[config.mk]
export PLATFORM = sky130hd
export DESIGN_NAME = stls_top
export DESIGN_NICKNAME = d
export VERILOG_FILES = /design/src/verilog/stls_pkg.sv /design/src/verilog/stls_top.sv /design/src/verilog/stls_sync.sv /design/src/verilog/stls_stretch.sv
export SDC_FILE = /design/constraint.sdc
export NUM_CORES = 1
export LEC_CHECK = 0
export BUFFER_PORTS_ARGS = -buffer_cell sky130_fd_sc_hd__buf_2
export CAP_MARGIN = 5
export CORE_UTILIZATION = 40
export DETAILED_ROUTE_END_ITERATION = 8
export GPL_ROUTABILITY_DRIVEN = 0
export GPL_TIMING_DRIVEN = 0
export PLACE_DENSITY = 0.72
export SYNTH_ARGS = -nofsm -noshare
export SYNTH_HDL_FRONTEND = slang
export SYNTH_HIERARCHICAL = 1
export SYNTH_SLANG_ARGS = --single-unit
[constraint.sdc]
create_clock -name mclk_in -period 3 [get_ports mclk_in]
set_clock_uncertainty 0.15 [all_clocks]
set_input_delay 0.15 -clock mclk_in [delete_from_list [all_inputs] [get_ports mclk_in]]
set_output_delay 0.15 -clock mclk_in [all_outputs]
set_load 0.005 [all_outputs]
[src/verilog/stls_pkg.sv]
`default_nettype none
// Shared constants for the self-test and lamp block.
package stls_pkg;
    // Clock and lamp stretch timing.
    localparam int CLK_PERIOD_NS = 50;
    localparam int LAMP_HOLD_US  = 10000;
    localparam int LAMP_HOLD_CYC = (LAMP_HOLD_US * 1000) / CLK_PERIOD_NS;
    // Register indices; byte address is four times the index.
    localparam logic [3:0] IDX_INIT_POLL   = 4'h0;
    localparam logic [3:0] IDX_STATUS_ADDR = 4'h2;
    localparam logic [3:0] IDX_CTRL        = 4'h3;
    localparam logic [3:0] IDX_IRQ_STAT    = 4'h4;
    localparam logic [3:0] IDX_IRQ_MASK    = 4'h5;
    localparam logic [3:0] IDX_STATE       = 4'h6;
    localparam logic [3:0] IDX_NONE        = 4'hf;
    // Field positions.
    localparam int SA_FATAL_BIT = 15;
    localparam int CTRL_FMT_BIT = 0;
    localparam int IRQ_P1_DONE  = 0;
    localparam int IRQ_P2_DONE  = 1;
    localparam int IRQ_FATAL    = 2;
    localparam int IRQ_FMT_DONE = 3;
    localparam int IRQ_W        = 4;
    // Reset values.
    localparam logic [IRQ_W-1:0] RST_IRQ = 4'h0;
    localparam logic [7:0]       RST_SA  = 8'h00;
    // Test numbers in the order they run.
    localparam logic [2:0] T_CPU  = 3'h0;
    localparam logic [2:0] T_FMT  = 3'h1;
    localparam logic [2:0] T_BUF  = 3'h2;
    localparam logic [2:0] T_HAC  = 3'h3;
    localparam logic [2:0] T_RAM  = 3'h4;
    localparam logic [2:0] T_PROM = 3'h5;
    // Lamp patterns as {await, drive, bus}.
    localparam logic [2:0] LAMP_OFF   = 3'h0;
    localparam logic [2:0] LAMP_WAIT  = 3'h4;
    localparam logic [2:0] LAMP_FATAL = 3'h7;
    localparam logic [2:0] LC_CPU     = 3'h1;
    localparam logic [2:0] LC_FMT     = 3'h2;
    localparam logic [2:0] LC_BUF     = 3'h3;
    localparam logic [2:0] LC_HAC     = 3'h5;
    localparam logic [2:0] LC_PROM    = 3'h6;
    // Fatal codes posted in the status/address register.
    localparam logic [7:0] FC_RAM  = 8'h04;
    localparam logic [7:0] FC_PROM = 8'h05;
    // Sequencer states.
    typedef enum logic [2:0] {
        ST_IDLE  = 3'b000,
        ST_P1    = 3'b001,
        ST_AWAIT = 3'b010,
        ST_P2    = 3'b011,
        ST_PASS  = 3'b100,
        ST_FATAL = 3'b101,
        ST_HALT  = 3'b110
    } stls_state_t;
    // Lamp error pattern for a failing test.
    function automatic logic [2:0] lamp_code_of(input logic [2:0] t);
        case (t)
            T_CPU:   lamp_code_of = LC_CPU;
            T_FMT:   lamp_code_of = LC_FMT;
            T_HAC:   lamp_code_of = LC_HAC;
            T_PROM:  lamp_code_of = LC_PROM;
            default: lamp_code_of = LC_BUF;
        endcase
    endfunction
    // Fatal code for a failing test; only the checksum test differs.
    function automatic logic [7:0] fatal_code_of(input logic [2:0] t);
        fatal_code_of = (t == T_PROM) ? FC_PROM : FC_RAM;
    endfunction
endpackage
`default_nettype wire

[src/verilog/stls_top.sv]
`timescale 1ns/1ps
`default_nettype none
module stls_top
    import stls_pkg::*;
#(
    parameter int LAMP_HOLD = LAMP_HOLD_CYC
) (
    // Clock and reset.
    input  wire logic        mclk_in,
    input  wire logic        rstn_in,
    // AHB-Lite slave.
    input  wire logic        hsel_in,
    input  wire logic [31:0] haddr_in,
    input  wire logic [1:0]  htrans_in,
    input  wire logic        hwrite_in,
    input  wire logic [2:0]  hsize_in,
    input  wire logic [31:0] hwdata_in,
    input  wire logic        hready_in,
    output logic      [31:0] hrdata_out,
    output logic             hreadyout_out,
    output logic             hresp_out,
    // Board pins.
    input  wire logic        diag_display_switch_in,
    input  wire logic        bus_init_in,
    // Activity pulses.
    input  wire logic        host_xfer_in,
    input  wire logic        drive_act_in,
    // Runtime fatal error report.
    input  wire logic        fatal_in,
    input  wire logic [7:0]  fatal_code_in,
    // Test engines.
    output logic             test_start_out,
    output logic      [2:0]  test_sel_out,
    input  wire logic        test_done_in,
    input  wire logic        test_fail_in,
    // Drive format engine.
    output logic             fmt_req_out,
    input  wire logic        fmt_done_in,
    // Lamps and interrupt.
    output logic             bus_activity_lamp_out,
    output logic             drive_activity_lamp_out,
    output logic             await_init_lamp_out,
    output logic             irq_out
);

    // Clean pin levels.
    logic diag_s;  // Diagnostic display switch.
    logic init_s;  // Host bus initialisation.
    // Stretched activity levels.
    logic bus_str;
    logic drv_str;

    // Bus slave state.
    logic        pend_q, pend_d;       // Data phase in progress.
    logic        pend_wr_q, pend_wr_d; // Pending access is a write.
    logic [3:0]  idx_q, idx_d;         // Pending register index.
    logic        rdy_q, rdy_d;         // Ready towards the master.
    logic [31:0] rdata_q, rdata_d;     // Read data.
    logic [31:0] rd_mux;               // Selected register value.
    logic        accept;               // Address phase taken.
    logic        wr_now;               // Write data stands now.
    logic        ip_wr, sa_wr, ctrl_wr, is_wr, im_wr;

    // Sequencer state.
    stls_state_t st_q, st_d;          // Test sequence state.
    logic [2:0]  tst_q, tst_d;        // Test being run.
    logic        issued_q, issued_d;  // Start sent for this test.
    logic        start_q, start_d;    // Start pulse to the engine.
    logic [7:0]  sa_code_q, sa_code_d; // Posted fatal code.
    logic        sa_fat_q, sa_fat_d;  // Fatal code valid.
    logic [2:0]  halt_q, halt_d;      // Held diagnostic pattern.
    logic        restart;             // Any restart cause.
    logic        p1_ev, p2_ev, fat_ev; // Sequencer events.

    // Format, lamp and interrupt state.
    logic                  fmt_q, fmt_d;     // Format request.
    logic                  fmt_ev;           // Format finished.
    logic [2:0]            lamp_q, lamp_d;   // {await, drive, bus}.
    logic [IRQ_W-1:0]      ist_q, ist_d;     // Sticky status.
    logic [IRQ_W-1:0]      imk_q, imk_d;     // Interrupt mask.
    logic [IRQ_W-1:0]      events;           // Event vector.
    logic                  irq_q, irq_d;     // Interrupt level.

    // Pins cross into the clock domain.
    stls_sync u_sync_diag (.clk_in(mclk_in), .rstn_in(rstn_in), .pin_in(diag_display_switch_in),
        .level_out(diag_s));
    stls_sync u_sync_init (.clk_in(mclk_in), .rstn_in(rstn_in), .pin_in(bus_init_in), .level_out(init_s));

    // Activity is stretched for the two flicker lamps.
    stls_stretch #(.HOLD(LAMP_HOLD)) u_str_bus (.clk_in(mclk_in), .rstn_in(rstn_in), .pulse_in(host_xfer_in),
        .lamp_out(bus_str));
    stls_stretch #(.HOLD(LAMP_HOLD)) u_str_drv (.clk_in(mclk_in), .rstn_in(rstn_in), .pulse_in(drive_act_in),
        .lamp_out(drv_str));

    // Write strobes fire in the single wait cycle of a write.
    assign accept  = hsel_in & htrans_in[1] & hready_in;
    assign wr_now  = pend_q & pend_wr_q;
    assign ip_wr   = wr_now & (idx_q == IDX_INIT_POLL);
    assign sa_wr   = wr_now & (idx_q == IDX_STATUS_ADDR);
    assign ctrl_wr = wr_now & (idx_q == IDX_CTRL);
    assign is_wr   = wr_now & (idx_q == IDX_IRQ_STAT);
    assign im_wr   = wr_now & (idx_q == IDX_IRQ_MASK);

    // Read multiplexer; unmapped indices read as zero.
    always_comb begin
        case (idx_q)
            IDX_STATUS_ADDR: rd_mux = {16'h0000, sa_fat_q, 7'h00, sa_code_q};
            IDX_CTRL:        rd_mux = {31'h00000000, fmt_q};
            IDX_IRQ_STAT:    rd_mux = {28'h0000000, ist_q};
            IDX_IRQ_MASK:    rd_mux = {28'h0000000, imk_q};
            IDX_STATE:       rd_mux = {21'h000000, tst_q, fmt_q, diag_s, lamp_q, st_q};
            default:         rd_mux = 32'h00000000;
        endcase
    end

    // Bus slave: every transfer takes one wait cycle.
    always_comb begin
        pend_d    = 1'b0;
        pend_wr_d = pend_wr_q;
        idx_d     = idx_q;
        rdy_d     = 1'b1;
        rdata_d   = rdata_q;
        if (pend_q) begin
            // Finish the data phase and present read data.
            rdata_d = pend_wr_q ? 32'h00000000 : rd_mux;
        end else if (accept) begin
            // Take the address phase and stall once.
            pend_d    = 1'b1;
            pend_wr_d = hwrite_in;
            idx_d     = (haddr_in[31:6] == 26'h0000000) ? haddr_in[5:2] : IDX_NONE;
            rdy_d     = 1'b0;
        end
    end

    // Register the bus slave.
    always_ff @(posedge mclk_in or negedge rstn_in) begin
        if (!rstn_in) begin
            pend_q    <= 1'b0;
            pend_wr_q <= 1'b0;
            idx_q     <= IDX_NONE;
            rdy_q     <= 1'b1;
            rdata_q   <= 32'h00000000;
        end else begin
            pend_q    <= pend_d;
            pend_wr_q <= pend_wr_d;
            idx_q     <= idx_d;
            rdy_q     <= rdy_d;
            rdata_q   <= rdata_d;
        end
    end

    // A halted diagnostic run ignores register restarts.
    assign restart = init_s | (ip_wr & (st_q != ST_HALT));

    // Self-test sequencer.
    always_comb begin
        st_d      = st_q;
        tst_d     = tst_q;
        issued_d  = issued_q;
        start_d   = 1'b0;
        sa_code_d = sa_code_q;
        sa_fat_d  = sa_fat_q;
        halt_d    = halt_q;
        p1_ev     = 1'b0;
        p2_ev     = 1'b0;
        fat_ev    = 1'b0;
        if (restart) begin
            // Hold in idle while bus init stands.
            st_d      = ST_IDLE;
            tst_d     = T_CPU;
            issued_d  = 1'b0;
            sa_code_d = RST_SA;
            sa_fat_d  = 1'b0;
        end else begin
            case (st_q)
                ST_IDLE: begin
                    // Begin phase one with the processor test.
                    st_d     = ST_P1;
                    tst_d    = T_CPU;
                    issued_d = 1'b0;
                end
                ST_P1, ST_P2: begin
                    if (!issued_q) begin
                        // Launch the current test once.
                        start_d  = 1'b1;
                        issued_d = 1'b1;
                    end else if (test_done_in) begin
                        issued_d = 1'b0;
                        if (test_fail_in) begin
                            // Post the fatal code for any failure.
                            sa_code_d = fatal_code_of(tst_q);
                            sa_fat_d  = 1'b1;
                            fat_ev    = 1'b1;
                            if (diag_s) begin
                                // Stop here and keep the error pattern.
                                st_d   = ST_HALT;
                                halt_d = lamp_code_of(tst_q);
                            end else begin
                                st_d = ST_FATAL;
                            end
                        end else if (tst_q == T_FMT) begin
                            // Phase one complete; wait for the host.
                            st_d  = ST_AWAIT;
                            p1_ev = 1'b1;
                        end else if (tst_q == T_PROM) begin
                            // Phase two complete.
                            st_d  = ST_PASS;
                            p2_ev = 1'b1;
                        end else begin
                            tst_d = tst_q + 3'h1;
                        end
                    end
                end
                ST_AWAIT: begin
                    // A host write to the status register starts init.
                    if (sa_wr) begin
                        st_d  = ST_P2;
                        tst_d = T_BUF;
                    end
                end
                ST_PASS, ST_FATAL, ST_HALT: st_d = st_q;
                default: begin
                    st_d = ST_IDLE;
                end
            endcase
            // A fatal error while running also lands here.
            if (fatal_in && (st_q != ST_IDLE) && (st_q != ST_HALT) && (st_d != ST_HALT)) begin
                st_d      = ST_FATAL;
                sa_code_d = fatal_code_in;
                sa_fat_d  = 1'b1;
                fat_ev    = 1'b1;
            end
        end
    end

    // Register the sequencer.
    always_ff @(posedge mclk_in or negedge rstn_in) begin
        if (!rstn_in) begin
            st_q      <= ST_IDLE;
            tst_q     <= T_CPU;
            issued_q  <= 1'b0;
            start_q   <= 1'b0;
            sa_code_q <= RST_SA;
            sa_fat_q  <= 1'b0;
            halt_q    <= LAMP_OFF;
        end else begin
            st_q      <= st_d;
            tst_q     <= tst_d;
            issued_q  <= issued_d;
            start_q   <= start_d;
            sa_code_q <= sa_code_d;
            sa_fat_q  <= sa_fat_d;
            halt_q    <= halt_d;
        end
    end

    // Format request, only while no test runs.
    always_comb begin
        fmt_d  = fmt_q;
        fmt_ev = 1'b0;
        if (restart) begin
            fmt_d = 1'b0;
        end else if (fmt_q && fmt_done_in) begin
            // The engine formats only; no verify, no reassignment.
            fmt_d  = 1'b0;
            fmt_ev = 1'b1;
        end else if (ctrl_wr && hwdata_in[CTRL_FMT_BIT] && ((st_q == ST_AWAIT) || (st_q == ST_PASS))) begin
            fmt_d = 1'b1;
        end
    end

    // Lamp patterns follow the sequencer state.
    always_comb begin
        case (st_q)
            ST_AWAIT, ST_P2: lamp_d = LAMP_WAIT;
            ST_PASS:         lamp_d = {1'b0, drv_str, bus_str};
            ST_FATAL:        lamp_d = LAMP_FATAL;
            ST_HALT:         lamp_d = halt_q;
            default:         lamp_d = LAMP_OFF;
        endcase
    end

    // Sticky status: a new event wins over a write-one clear.
    assign events = {fmt_ev, fat_ev, p2_ev, p1_ev};
    always_comb begin
        ist_d = (ist_q & ~(is_wr ? hwdata_in[IRQ_W-1:0] : RST_IRQ)) | events;
        imk_d = im_wr ? hwdata_in[IRQ_W-1:0] : imk_q;
        irq_d = |(ist_q & imk_q);
    end

    // Register format, lamps and interrupt; lamps dark in reset.
    always_ff @(posedge mclk_in or negedge rstn_in) begin
        if (!rstn_in) begin
            fmt_q  <= 1'b0;
            lamp_q <= LAMP_OFF;
            ist_q  <= RST_IRQ;
            imk_q  <= RST_IRQ;
            irq_q  <= 1'b0;
        end else begin
            fmt_q  <= fmt_d;
            lamp_q <= lamp_d;
            ist_q  <= ist_d;
            imk_q  <= imk_d;
            irq_q  <= irq_d;
        end
    end

    // Outputs come straight from flip-flops, except hresp_out, which is tied to zero.
    assign hrdata_out              = rdata_q;
    assign hreadyout_out           = rdy_q;
    assign hresp_out               = 1'b0;
    assign test_start_out          = start_q;
    assign test_sel_out            = tst_q;
    assign fmt_req_out             = fmt_q;
    assign bus_activity_lamp_out   = lamp_q[0];
    assign drive_activity_lamp_out = lamp_q[1];
    assign await_init_lamp_out     = lamp_q[2];
    assign irq_out                 = irq_q;

endmodule
`default_nettype wire

[src/verilog/stls_sync.sv]
`timescale 1ns/1ps
`default_nettype none
// Three-stage pin synchroniser; output moves once stages two and three agree.
module stls_sync (
    // Clock and reset.
    input  wire logic clk_in,
    input  wire logic rstn_in,
    // Pin and clean level.
    input  wire logic pin_in,
    output logic      level_out
);
    logic s1_q, s2_q, s3_q, o_q; // Stages and filtered level.
    logic o_d;                   // Next filtered level.

    // The filtered level follows only a settled value.
    always_comb begin
        o_d = (s2_q == s3_q) ? s3_q : o_q;
    end

    // Register the chain.
    always_ff @(posedge clk_in or negedge rstn_in) begin
        if (!rstn_in) begin
            s1_q <= 1'b0;
            s2_q <= 1'b0;
            s3_q <= 1'b0;
            o_q  <= 1'b0;
        end else begin
            s1_q <= pin_in;
            s2_q <= s1_q;
            s3_q <= s2_q;
            o_q  <= o_d;
        end
    end

    assign level_out = o_q;
endmodule
`default_nettype wire

[src/verilog/stls_stretch.sv]
`timescale 1ns/1ps
`default_nettype none
// Stretches short activity pulses so that a lamp flicker is visible.
module stls_stretch #(
    parameter int HOLD = 4
) (
    // Clock and reset.
    input  wire logic clk_in,
    input  wire logic rstn_in,
    // Activity pulse and stretched level.
    input  wire logic pulse_in,
    output logic      lamp_out
);
    localparam int CW = $clog2(HOLD + 1);
    logic [CW-1:0] cnt_q, cnt_d; // Remaining hold cycles.
    logic          lit_q, lit_d; // Stretched level.

    // Reload on activity, otherwise count down to zero.
    always_comb begin
        if (pulse_in) begin
            cnt_d = CW'(HOLD);
        end else if (cnt_q != '0) begin
            cnt_d = cnt_q - CW'(1);
        end else begin
            cnt_d = cnt_q;
        end
        lit_d = (cnt_d != '0);
    end

    // Register the counter and level.
    always_ff @(posedge clk_in or negedge rstn_in) begin
        if (!rstn_in) begin
            cnt_q <= '0;
            lit_q <= 1'b0;
        end else begin
            cnt_q <= cnt_d;
            lit_q <= lit_d;
        end
    end

    assign lamp_out = lit_q;
endmodule
`default_nettype wire

* After elaboration in Yosys (flattened, before gate mapping) *
Cells that the tools add are included.

word-level totals
  output and inout bits = 43
  bits in registers = 118
  input port bits = 90

cells by class
  equality and inequality tests = 24
  add/sub/neg operators = 3
  bitwise gates (word level) = 16
  reductions and logical operators = 31
  multiplexer cells = 77

operators by type and width
  cell                                                 number
  case mux 16 bit (5 select lines)                     1
  two-way mux 18 bit                                   4
  nonzero test 18 bit                                  4
  two-way mux 3 bit                                    16
  two-way mux 8 bit                                    6
  two-way mux 1 bit                                    41
  case mux 3 bit (4 select lines)                      3
  subtractor 18 x 1 -> 18 bit (second input constant)  2
  two-way mux 32 bit                                   1
  logical NOT 26 bit                                   1
  != test 3 bit (second input constant)                8
  nonzero test 3 bit                                   7
  == test 3 bit (second input constant)                4
  == test 4 x 3 -> 1 bit (second input constant)       3
  bitwise AND 1 bit                                    9
  == test 3 x 2 -> 1 bit (second input constant)       3
  case mux 3 bit (3 select lines)                      1
  bitwise AND 4 bit                                    2
  == test 4 x 2 -> 1 bit (second input constant)       2
  two-way mux 4 bit                                    2
  AND reduction 7 bit                                  1
  == test 3 x 1 -> 1 bit (second input constant)       2
  logical AND 1 bit                                    6
  logical NOT 3 bit                                    2
  17 further kinds                                     20

* Longest topological paths before layout *
Gate-level depths: netlist (run 1).

  depth after elaboration = 13
  gate-level depth with buffers = 8
  depth with buffers taken out = 8

* Hierarchy *
The synthesis (run 1) kept the hierarchy.

by module, submodules not included
  module                    times used  area each (µm²)  cells an instance
  stls_top                  1           2,875.3          285
  stls_stretch (u_str_bus)  1           1,179.9          120
  stls_stretch (u_str_drv)  1           1,129.8          126
  stls_sync                 2           111.4            5

* Worst setup path after synthesis (run 1) *
No wires, ideal clock.

  kind = register to register
  from = register u_str_bus.cnt_q[3]
  to = register u_str_bus.lit_q (netlist: u_str_bus/lamp_out)
  required time = 2,709 ps
  setup slack = 393 ps
  setup time = 141 ps
  data arrival time = 2,316 ps
  period minus slack after synthesis = 2,607 ps
  stages on the path, launching flop included = 7
  path buffers = 0
  path through = dfrtp_1 > or4_4 > or4_4 > nor2_1 > mux2_2 > nor4_1 > nand4_1

on the way
  word-level cells in the longest chain between the ends = 4

ends and longest elaborated chain
  item                                                                       RTL line                                RTL
  start, declared                                                            stls_stretch.sv:15                      logic [CW-1:0] cnt_q, cnt_d;
  start signal, assigned                                                     stls_stretch.sv:36                      cnt_q <= cnt_d;
  subtractor 18 x 1 -> 18 bit / nonzero test 18 bit (equally long branches)  stls_stretch.sv:23, stls_stretch.sv:22
  two-way mux 18 bit (*)                                                     stls_stretch.sv:22                      end else if (cnt_q != '0) begin
  two-way mux 18 bit (*)                                                     stls_stretch.sv:20                      if (pulse_in) begin
  named net u_str_bus.cnt_d[9]                                               stls_stretch.sv:15
  nonzero test 18 bit (*)                                                    stls_stretch.sv:27                      lit_d = (cnt_d != '0);
  named net u_str_bus.lit_d                                                  stls_stretch.sv:16                      logic lit_q, lit_d;
  end signal, assigned                                                       stls_stretch.sv:37                      lit_q <= lit_d;
  end, declared                                                              stls_stretch.sv:16

Mark *: on every way through the listed nets, which the timed path passes. The rest lies on a longest branch.
A chain may end at the register's enable or synchronous reset.

* Worst setup path after layout (run 1) *
Same ends and word-level chain as after synthesis.

==> reports/results.tsv, run 1 <==
metric	value	unit
pwr-share-seq	46.5	%
grtUsageTotal	19.37	%
drive_gt1_share	26.59	%
hold_path_class	input pin to flop	
final_area	6679	um2
r2r_cells	6	
dieArea	13990	um2
remaining_drc_errors	0	
internal_power	0.002352	W
std_cell_rows	42	
fillers	1171	
p_per_area	486.9	nW/um2
drtPass1Iterations	6	
rsz0062_at_grt	no	
cts_tree	done	
power.net_switching	0.0008998	W
synthXorXnorAreaFrac	1.620	%
multi_input_area	2704	um2
portBuffers	77	
hpwl	9631	um
wire_per_inst	15.59	um
crit_family	simple AND/OR/NAND/NOR gates	
insertion_delay	0.35	ns
hold_slack	0.02557	ns
start_util	41.00	%
required	3.05	ns
drv_cap	0	
crit_arrival	2.90	ns
synth_cell_types	78	
clkPwrFrac	36.9	%
wl	13300	um
crit_top_cell	or4_4	
vias	4665	
synthMuxAreaShare	5.900	%
end_kind	flop	
cts_max_level	3	
status	finished, final reports clean	
min_delay_path_depth	4	
core-area	13190	um2
critPathBufInv	0	
routed_via_density	5.469	
relSlewSlack	52.36	%
synth_area_per_cell	9.996	um2
finalHoldViolations	0	
io_pins	133	
die_x	118.3	um
mappedNetlistArea	5408	um2
start_kind	flop	
synthArstFlopShare	100.0	%
dp.cells	815	
cts.sinks	98	
critPathMaxStageDelay	0.58	ns
max_slew.worst_pin.slew	0.7047	ns
finalMaxSlewViolations	0	
leakagePower	2.959	nW
synth_edf_count	0	
nets	768	
clk_pin_slew	0.07	ns
grt_pass1_wl	22020	um
synth_top_family_by_area	simple AND/OR/NAND/NOR gates	
finalCritPeriodShare	95.02	%
synth_area_leaders	dfrtp_1 (43%), mux2i_1 (3.3%), buf_4 (3.3%)	
cp_max_fo	7	
instances_no_fill	853	
placedInstanceArea	6118	um2
clockRootBuffer	clkbuf_16	
synth_compound_area_share	14.14	%
critical_path_depth	6	
grt_max_degree	60	
power_frac_comb	16.6	%
synth_top_area_share	43.04	%
vdd_drop_max	0.0003258	V
num_antenna_cells	0	
drt_iter0_drc	489	
fp.dieH	118.3	um
synth_top_area_cell	dfrtp_1	
syn_inst	541	
utilization	50.64	%
yosys_most_used_dff	dfrtp_1	
ys_ff_latch	98	
cpMaxStageDelayCell	or4_4	
synth_seq_area_share	45.47	%
seqCellArea	2459	um2
final-setup-viol-count	0	
clk_path_buf_depth	2	
area_delta_synth_final	23.51	%
grt_pass1_vias	4590	
worstSetupPathType	flop to flop	
crit_chain	or4_4, or4_4, nor2_1, mux2_2, nor4_2, nand4_1	
yosysWarnings	6	
overflow	0	
min_period	2.851	ns
yosys.area_share.simple	24.55	%
swShare	27.67	%
synthAdderAreaFrac	1.805	%
fin_setup_tns	0	ns
antenna_found_initial	0	
fmax	350.8	MHz
cts_buffers	9	
ant_nets	0	
==> repair_timing <==
action | in CTS | in global routing
resized for setup | 0 | 5
hold buffers | 21 | 0
endpoints found under the hold margin | 63 | 0
setup endpoints to repair | 0 | 1
setup buffers | 0 | 1
==> layer usage <==
metal / part of all wire [%] / vias up / track usage, %
li1: - / 2209 / -
met1: 43 / 2264 / 25.03
met2: 50 / 170 / 32.83
met3: 4.8 / 22 / 2.703
met4: 2.0 / 0 / 7.372
met5: 0 / - / 0
==> flip-flops by register name (all words and copies together) (netlist names), 3 cells and up <==
register,cells
sa_code_q,8
lamp_q,3
idx_q,4
test_sel_out,3
st_q,3
halt_q,3
imk_q,4
ist_q,4
u_str_bus/cnt_q,18
u_str_drv/cnt_q,18
hrdata_out,12
==> cell usage after synthesis, types with 4 or more instances <==
library cell	n
nor3b_1	5
or4_1	4
a21oi_1	33
clkbuf_1	7
nor3_1	21
o21ai_0	15
nand3b_1	4
nand4_1	5
nand3_1	24
xnor2_1	7
or3_1	8
inv_1	19
o22a_1	4
ha_1	6
buf_4	24
o31ai_1	4
nand2_1	37
nor2_1	47
nor4_1	18
a22o_1	5
nand2b_1	6
mux2_2	10
dfstp_2	5
o2bb2ai_1	10
buf_2	7
dfrtp_1	93
mux2i_1	18
nor2b_1	7
==> power groups by stage <==
| stage | Sequential, W | Clock, W | Combinational, W |
|---|---|---|---|
| after floorplan | 0.00151 | 0 | 0.000344 |
| after global placement | 0.00153 | 0 | 0.000488 |
| after detailed placement | 0.00153 | 0 | 0.000506 |
| after CTS | 0.00151 | 0.00123 | 0.000532 |
| after global routing | 0.00152 | 0.00128 | 0.000593 |
| final | 0.00151 | 0.00120 | 0.000539 |
==> worst register-to-register path, cell delays in order (launching register included) <==
cell	delay (ns)
dfrtp_1	0.44
or4_4	0.58
or4_4	0.57
nor2_1	0.14
mux2_2	0.36
nor4_2	0.30
nand4_1	0.16
==> area by class of cell <==
| class | instances | share of cell area, % |
|---|---|---|
| buffer | 41 | 4.159 |
| timing repair buffer | 100 | 9.479 |
| multi-input combinational | 403 | 40.48 |
| clock inverter | 5 | 0.9179 |
| sequential | 98 | 36.81 |
| clock buffer | 11 | 3.784 |
| tap | 176 | 3.297 |
| inverter | 19 | 1.068 |
==> layout by cell type, fill, tap and decap left out, drive strengths merged, types with 6 or more instances in the layout <==
| cell type | netlist | routed |
|---|---|---|
| or3 | 11 | 11 |
| o31ai | 6 | 6 |
| nor2b | 7 | 7 |
| dlygate4sd3 | 0 | 21 |
| mux2i | 18 | 18 |
| or4 | 6 | 6 |
| nand3 | 26 | 26 |
| clkbuf | 8 | 19 |
| nand2b | 6 | 6 |
| mux2 | 12 | 12 |
| o2bb2ai | 10 | 10 |
| conb | 1 | 21 |
| nand2 | 37 | 37 |
| dfrtp | 93 | 93 |
| nor2 | 47 | 47 |
| inv | 19 | 20 |
| buf | 33 | 112 |
| a21oi | 33 | 33 |
| ha | 6 | 6 |
| nor3 | 25 | 25 |
| o21ai | 15 | 15 |
| nor4 | 21 | 21 |
| xnor2 | 7 | 7 |
==> per-stage QoR <==
stage | setup slack, ns | total power [W]
2_1_floorplan | 0.3928 | 0.001851
3_3_place_gp | 0.1434 | 0.002014
3_5_place_dp | 0.07664 | 0.002039
4_1_cts | 0.05765 | 0.003265
5_1_grt | 0.02545 | 0.003399
6_report | 0.1495 | 0.003252
==> kinds of logic (layout without fill, tap and decap cells) <==
family / count (synthesis) / after routing
and+or+nand+nor: 227 / 227
AOI/OAI and AO/OA: 107 / 107
DFF: 98 / 98
buffers and inverters: 60 / 176
muxes: 30 / 30
xor gates and xnor gates: 10 / 10
adders and majority gates: 8 / 8
other: 1 / 21
==> worst paths after layout <==
| path | slack, ns | from | endpoint |
|---|---|---|---|
| max in group asynchronous | 1.85 | rstn_in | idx_q[0] |
| worst min-delay path | 0.03 | test_done_in | issued_q |
| min in group asynchronous | 0.17 | rstn_in | hrdata_out[1] |
| worst min register to register | 0.20 | u_sync_init/s1_q | u_sync_init/s2_q |
| worst max register to register | 0.15 | u_str_bus/cnt_q[3] | u_str_bus/lamp_out |
| worst max-delay path | 0.15 | u_str_bus/cnt_q[3] | u_str_bus/lamp_out |
No activity file was read; power rests on OpenSTA's default activity.
==> inputs of run 2 (changes only) <==
--- a/config.mk
+++ b/config.mk
@@ -6,8 +6,8 @@
 export NUM_CORES = 1
 export LEC_CHECK = 0
 export BUFFER_PORTS_ARGS = -buffer_cell sky130_fd_sc_hd__buf_2
-export CAP_MARGIN = 5
 export CORE_UTILIZATION = 40
+export CTS_BUF_LIST = sky130_fd_sc_hd__clkbuf_8
 export DETAILED_ROUTE_END_ITERATION = 8
 export GPL_ROUTABILITY_DRIVEN = 0
 export GPL_TIMING_DRIVEN = 0
==> run 2 against run 1 <==
Compared with the run above: sequential cell count unchanged; sequential share of layout area increased by 0.45 points; fmax is 0.28% lower; sequential power is essentially flat; non-clock buffer count up 2; clock power is 24% lower; worst hold slack improved by 0.010 ns; power is 8.9% lower; routed wire length about the same; global-route usage about the same; clock-buffer cell count unchanged; critical path type unchanged.
==> reports/results.tsv, run 2 (same netlist as run 1, synthesis figures left out) <==
metric	value	unit
drt_iter0_drc	459	
crit_arrival	2.94	ns
status	finished, final reports clean	
remaining_drc_errors	0	
hold_slack	0.03582	ns
timing.final.ws_setup	0.1414	ns
grt_pass1_vias	4590	
startpoint	u_str_bus/cnt_q[3]	
vias	4646	
core-area	13190	um2
antenna_found_initial	0	
min_period	2.859	ns
area_delta_synth_final	22.00	%
fp.dieH	118.3	um
start_kind	flop	
final-setup-viol-count	0	
nets	770	
fillers	1189	
dieArea	13990	um2
worstSetupPathType	flop to flop	
end_kind	flop	
finalHoldViolations	0	
min_delay_path_depth	4	
rsz0062_at_grt	no	
cts_tree	done	
clockRootBuffer	clkbuf_8	
grt_max_degree	60	
timing.rr.end	u_str_bus/lamp_out	
hp-start	fatal_in	
num_antenna_cells	0	
finalCritPeriodShare	95.29	%
wire_per_inst	15.55	um
die_x	118.3	um
layout_common_cells	dfrtp_1 (93), buf_2 (83), nor2_1 (47)	
cts_buffers	9	
cts.sinks	98	
routed_via_density	5.434	
ant_nets	0	
clk_path_buf_depth	2	
drive_gt1_share	26.51	%
finalMaxSlewViolations	0	
final_common_cell	dfrtp_1	
drv_cap	0	
dp_slack	0.07664	ns
std_cell_rows	42	
utilization	50.02	%
hold_path_class	input pin to flop	
r2r-start	u_str_bus/cnt_q[3]	
portBuffers	77	
insertion_delay	0.37	ns
wl	13290	um
required	3.08	ns
relSlewSlack	52.91	%
p_per_area	448.9	nW/um2
max_slew.worst_pin.slew	0.6965	ns
cts_max_level	3	
fin_setup_tns	0	ns
leakagePower	2.921	nW
hpwl	9631	um
grtUsageTotal	19.36	%
min_to	sa_code_q[0]	
cp_max_fo	7	
overflow	0	
reg2reg_slack	0.14	ns
drtPass1Iterations	5	
start_util	41.00	%
r2r_cells	6	
fmax	349.8	MHz
vdd_drop_max	0.0002268	V
io_pins	133	
grt_pass1_wl	21940	um
clk_pin_slew	0.09	ns
## run 2: timing repair
item                                   4_1_cts  5_1_grt
buffers inserted                             0        1
gates resized for setup                      0        5
setup endpoints to repair                    0        1
endpoints found under the hold margin       64        0
hold buffers                                23        0
## run 2: final cells by class
type / instances / area (um2) / area share [%]
multi-input cells: 403 / 2704 / 40.98
repair buffers: 102 / 653.1 / 9.899
flip-flops and latches: 98 / 2459 / 37.27
clock inverters: 5 / 61.31 / 0.9293
plain buffers: 41 / 277.8 / 4.210
inverters: 19 / 71.32 / 1.081
clock buffers: 11 / 151.4 / 2.295
well taps: 176 / 220.2 / 3.338
## run 2: where the power goes
group          internal (W)  total [W]  leakage [nW]  switching, W
Sequential          0.00141    0.00151          1.21     0.0000975
Combinational      0.000245   0.000541          1.61      0.000297
Clock              0.000434   0.000909        0.0982      0.000475
Total               0.00209    0.00296          2.92      0.000870
## run 2: how the worst max path moves through the flow
stage,to,slack (ns),cells past startpoint
CTS,u_str_bus/lamp_out,0.05,6
global route,u_str_bus/lamp_out,0.02,6
finish,u_str_bus/lamp_out,0.14,6
floorplan,u_str_bus/lamp_out,0.39,6
global placement,u_str_bus/lamp_out,0.14,6
detailed placement,u_str_bus/lamp_out,0.08,6
## run 2: layer usage
layer  share of wire (%)  up-vias  track usage, %  wire length, um
met3                 5.0       19           2.365              670
met1                  43     2224           25.27             5772
li1                    -     2213               -                -
met2                  50      190           32.76             6585
met5                   0        -               0                0
met4                 2.0        0           7.452              263
## run 2: through the flow
stage	instance area [um2]	instances	total power (W)
final	6598	855	0.002962
after global routing	6598	855	0.003102
after detailed placement	6118	815	0.002039
after floorplan	5483	561	0.001851
after global placement	6088	814	0.002014
after CTS	6561	854	0.002970
## run 2: critical path, cell delays in order, from the launching register on
cell     delay [ns]
dfrtp_1        0.46
or4_4          0.59
or4_4          0.57
nor2_1         0.14
mux2_2         0.37
nor4_2         0.30
nand4_1        0.16
==> inputs of run 3 (changes only) <==
--- a/config.mk
+++ b/config.mk
@@ -11,6 +11,7 @@
 export DETAILED_ROUTE_END_ITERATION = 8
 export GPL_ROUTABILITY_DRIVEN = 0
 export GPL_TIMING_DRIVEN = 0
+export MAX_ROUTING_LAYER = met4
 export PLACE_DENSITY = 0.72
 export SYNTH_ARGS = -nofsm -noshare
 export SYNTH_HDL_FRONTEND = slang
==> run 3 against run 2 <==
Compared with the run above: cell area unchanged; routed wire length about the same; critical path type unchanged; utilization unchanged; highest routed layer unchanged; critical path depth unchanged.
==> reports/results.tsv, run 3 (same netlist as run 1, synthesis figures left out) <==
metric	value	unit
final-setup-viol-count	0	
cts.sinks	98	
fillers	1189	
cts_buffers	9	
grt_pass1_wl	21990	um
nets	770	
relSlewSlack	52.78	%
finalMaxSlewViolations	0	
cts_max_level	3	
fin_setup_tns	0	ns
r2r_cells	6	
rsz0062_at_grt	no	
busiest_layer	met2	
vias	4649	
grtUsageMet2	32.76	%
crit_arrival	2.94	ns
critPathBufInv	0	
dp_slack	0.07664	ns
cpMaxStageDelayCell	or4_4	
start_kind	flop	
drt_iter0_drc	473	
dp.cells	815	
required	3.08	ns
hp-start	fatal_in	
leakagePower	2.921	nW
hpwl	9631	um
finalHoldViolations	0	
cts_tree	done	
cp_max_fo	7	
final_common_cell	dfrtp_1	
vdd_drop_max	0.0002292	V
core-area	13190	um2
status	finished, final reports clean	
critPathMaxStageDelay	0.59	ns
use_met3	2.365	%
fp.dieH	118.3	um
timing.rr.end	u_str_bus/lamp_out	
drive_gt1_share	26.51	%
grt_pass1_vias	4569	
wl	13300	um
swShare	29.42	%
layout_common_cells	dfrtp_1 (93), buf_2 (83), nor2_1 (47)	
worstSetupPathType	flop to flop	
instances_no_fill	855	
antenna_found_initial	0	
min_period	2.866	ns
timing.final.ws_setup	0.1340	ns
hold_path_class	input pin to flop	
critical_path_depth	6	
crit_top_cell	or4_4	
r2r-start	u_str_bus/cnt_q[3]	
p_per_area	449.3	nW/um2
dieArea	13990	um2
crit_family	simple AND/OR/NAND/NOR gates	
std_cell_rows	42	
ant_nets	0	
met1_usage	25.39	%
power_frac_comb	18.3	%
clockRootBuffer	clkbuf_8	
routed_via_density	5.437	
num_antenna_cells	0	
io_pins	133	
internal_power	0.002092	W
fmax	348.9	MHz
insertion_delay	0.38	ns
die_x	118.3	um
area_delta_synth_final	22.00	%
min_delay_path_depth	4	
pwr-share-seq	51.0	%
max_slew.worst_pin.slew	0.6985	ns
overflow	0	
drv_cap	0	
portBuffers	77	
drtPass1Iterations	5	
wire_per_inst	15.55	um
reg2reg_slack	0.13	ns
clk_pin_slew	0.09	ns
grtUsageTotal	19.95	%
finalCritPeriodShare	95.53	%
clkPwrFrac	30.7	%
end_kind	flop	
remaining_drc_errors	0	
clk_path_buf_depth	2	
min_to	sa_code_q[0]	
power.net_switching	0.0008721	W
start_util	41.00	%
grt_max_degree	60	
crit_chain	or4_4, or4_4, nor2_1, mux2_2, nor4_2, nand4_1	
==> run 3: cell counts in the layout (fill, tap and decap cells not counted) <==
Identical to the previous run, type by type.
==> run 3: metal layers <==
| metal | up-vias | routed length (um) |
|---|---|---|
| li1 | 2214 | - |
| met1 | 2256 | 5828 |
| met2 | 161 | 6634 |
| met3 | 18 | 626 |
| met4 | 0 | 207 |
| met5 | - | 0 |
==> run 3: worst max path at each step <==
stage                  startpoint                  to  slack (ns)
6_report       u_str_bus/cnt_q[3]  u_str_bus/lamp_out        0.13
5_1_grt        u_str_bus/cnt_q[3]  u_str_bus/lamp_out        0.02
4_1_cts        u_str_bus/cnt_q[3]  u_str_bus/lamp_out        0.05
3_5_place_dp   u_str_bus/cnt_q[3]  u_str_bus/lamp_out        0.08
3_3_place_gp   u_str_bus/cnt_q[3]  u_str_bus/lamp_out        0.14
2_1_floorplan  u_str_bus/cnt_q[3]  u_str_bus/lamp_out        0.39
==> run 3: metrics by stage <==
step | cell area, um2 | util, % | power (W) | hold WS (ns)
after floorplan | 5483 | - | 0.001851 | -0.2956
after global routing | 6598 | 50.02 | 0.003103 | 0.07383
final | 6598 | 50.02 | 0.002964 | 0.03802
after detailed placement | 6118 | 46.39 | 0.002039 | 0.01810
after CTS | 6561 | 49.74 | 0.002970 | 0.02808
after global placement | 6088 | 46.16 | 0.002014 | 0.1112
==> run 3: final cells by class <==
type	count	area [um2]	share of cell area, %
tap	176	220.2	3.338
clock buffer	11	151.4	2.295
multi-input combinational	403	2704	40.98
sequential	98	2459	37.27
clock inverter	5	61.31	0.9293
timing repair buffer	102	653.1	9.899
inverter	19	71.32	1.081
buffer	41	277.8	4.210
==> run 3: what timing repair did <==
item                                   in CTS  in global routing
resized for setup                           0                  5
buffers inserted                            0                  1
setup endpoints to repair                   0                  1
hold buffers                               23                  0
endpoints found under the hold margin      64                  0
==> run 3: power groups by stage <==
stage / Combinational, W / Sequential, W / Clock [W]
final: 0.000542 / 0.00151 / 0.000911
after global placement: 0.000488 / 0.00153 / 0
after floorplan: 0.000344 / 0.00151 / 0
after CTS: 0.000534 / 0.00151 / 0.000930
after global routing: 0.000596 / 0.00152 / 0.000983
after detailed placement: 0.000506 / 0.00153 / 0
==> run 3: worst min-delay path, cell delays in order <==
cell and delay (ns):
buf_2 0.12, o221ai_2 0.06, o21ai_0 0.08, a21oi_1 0.11
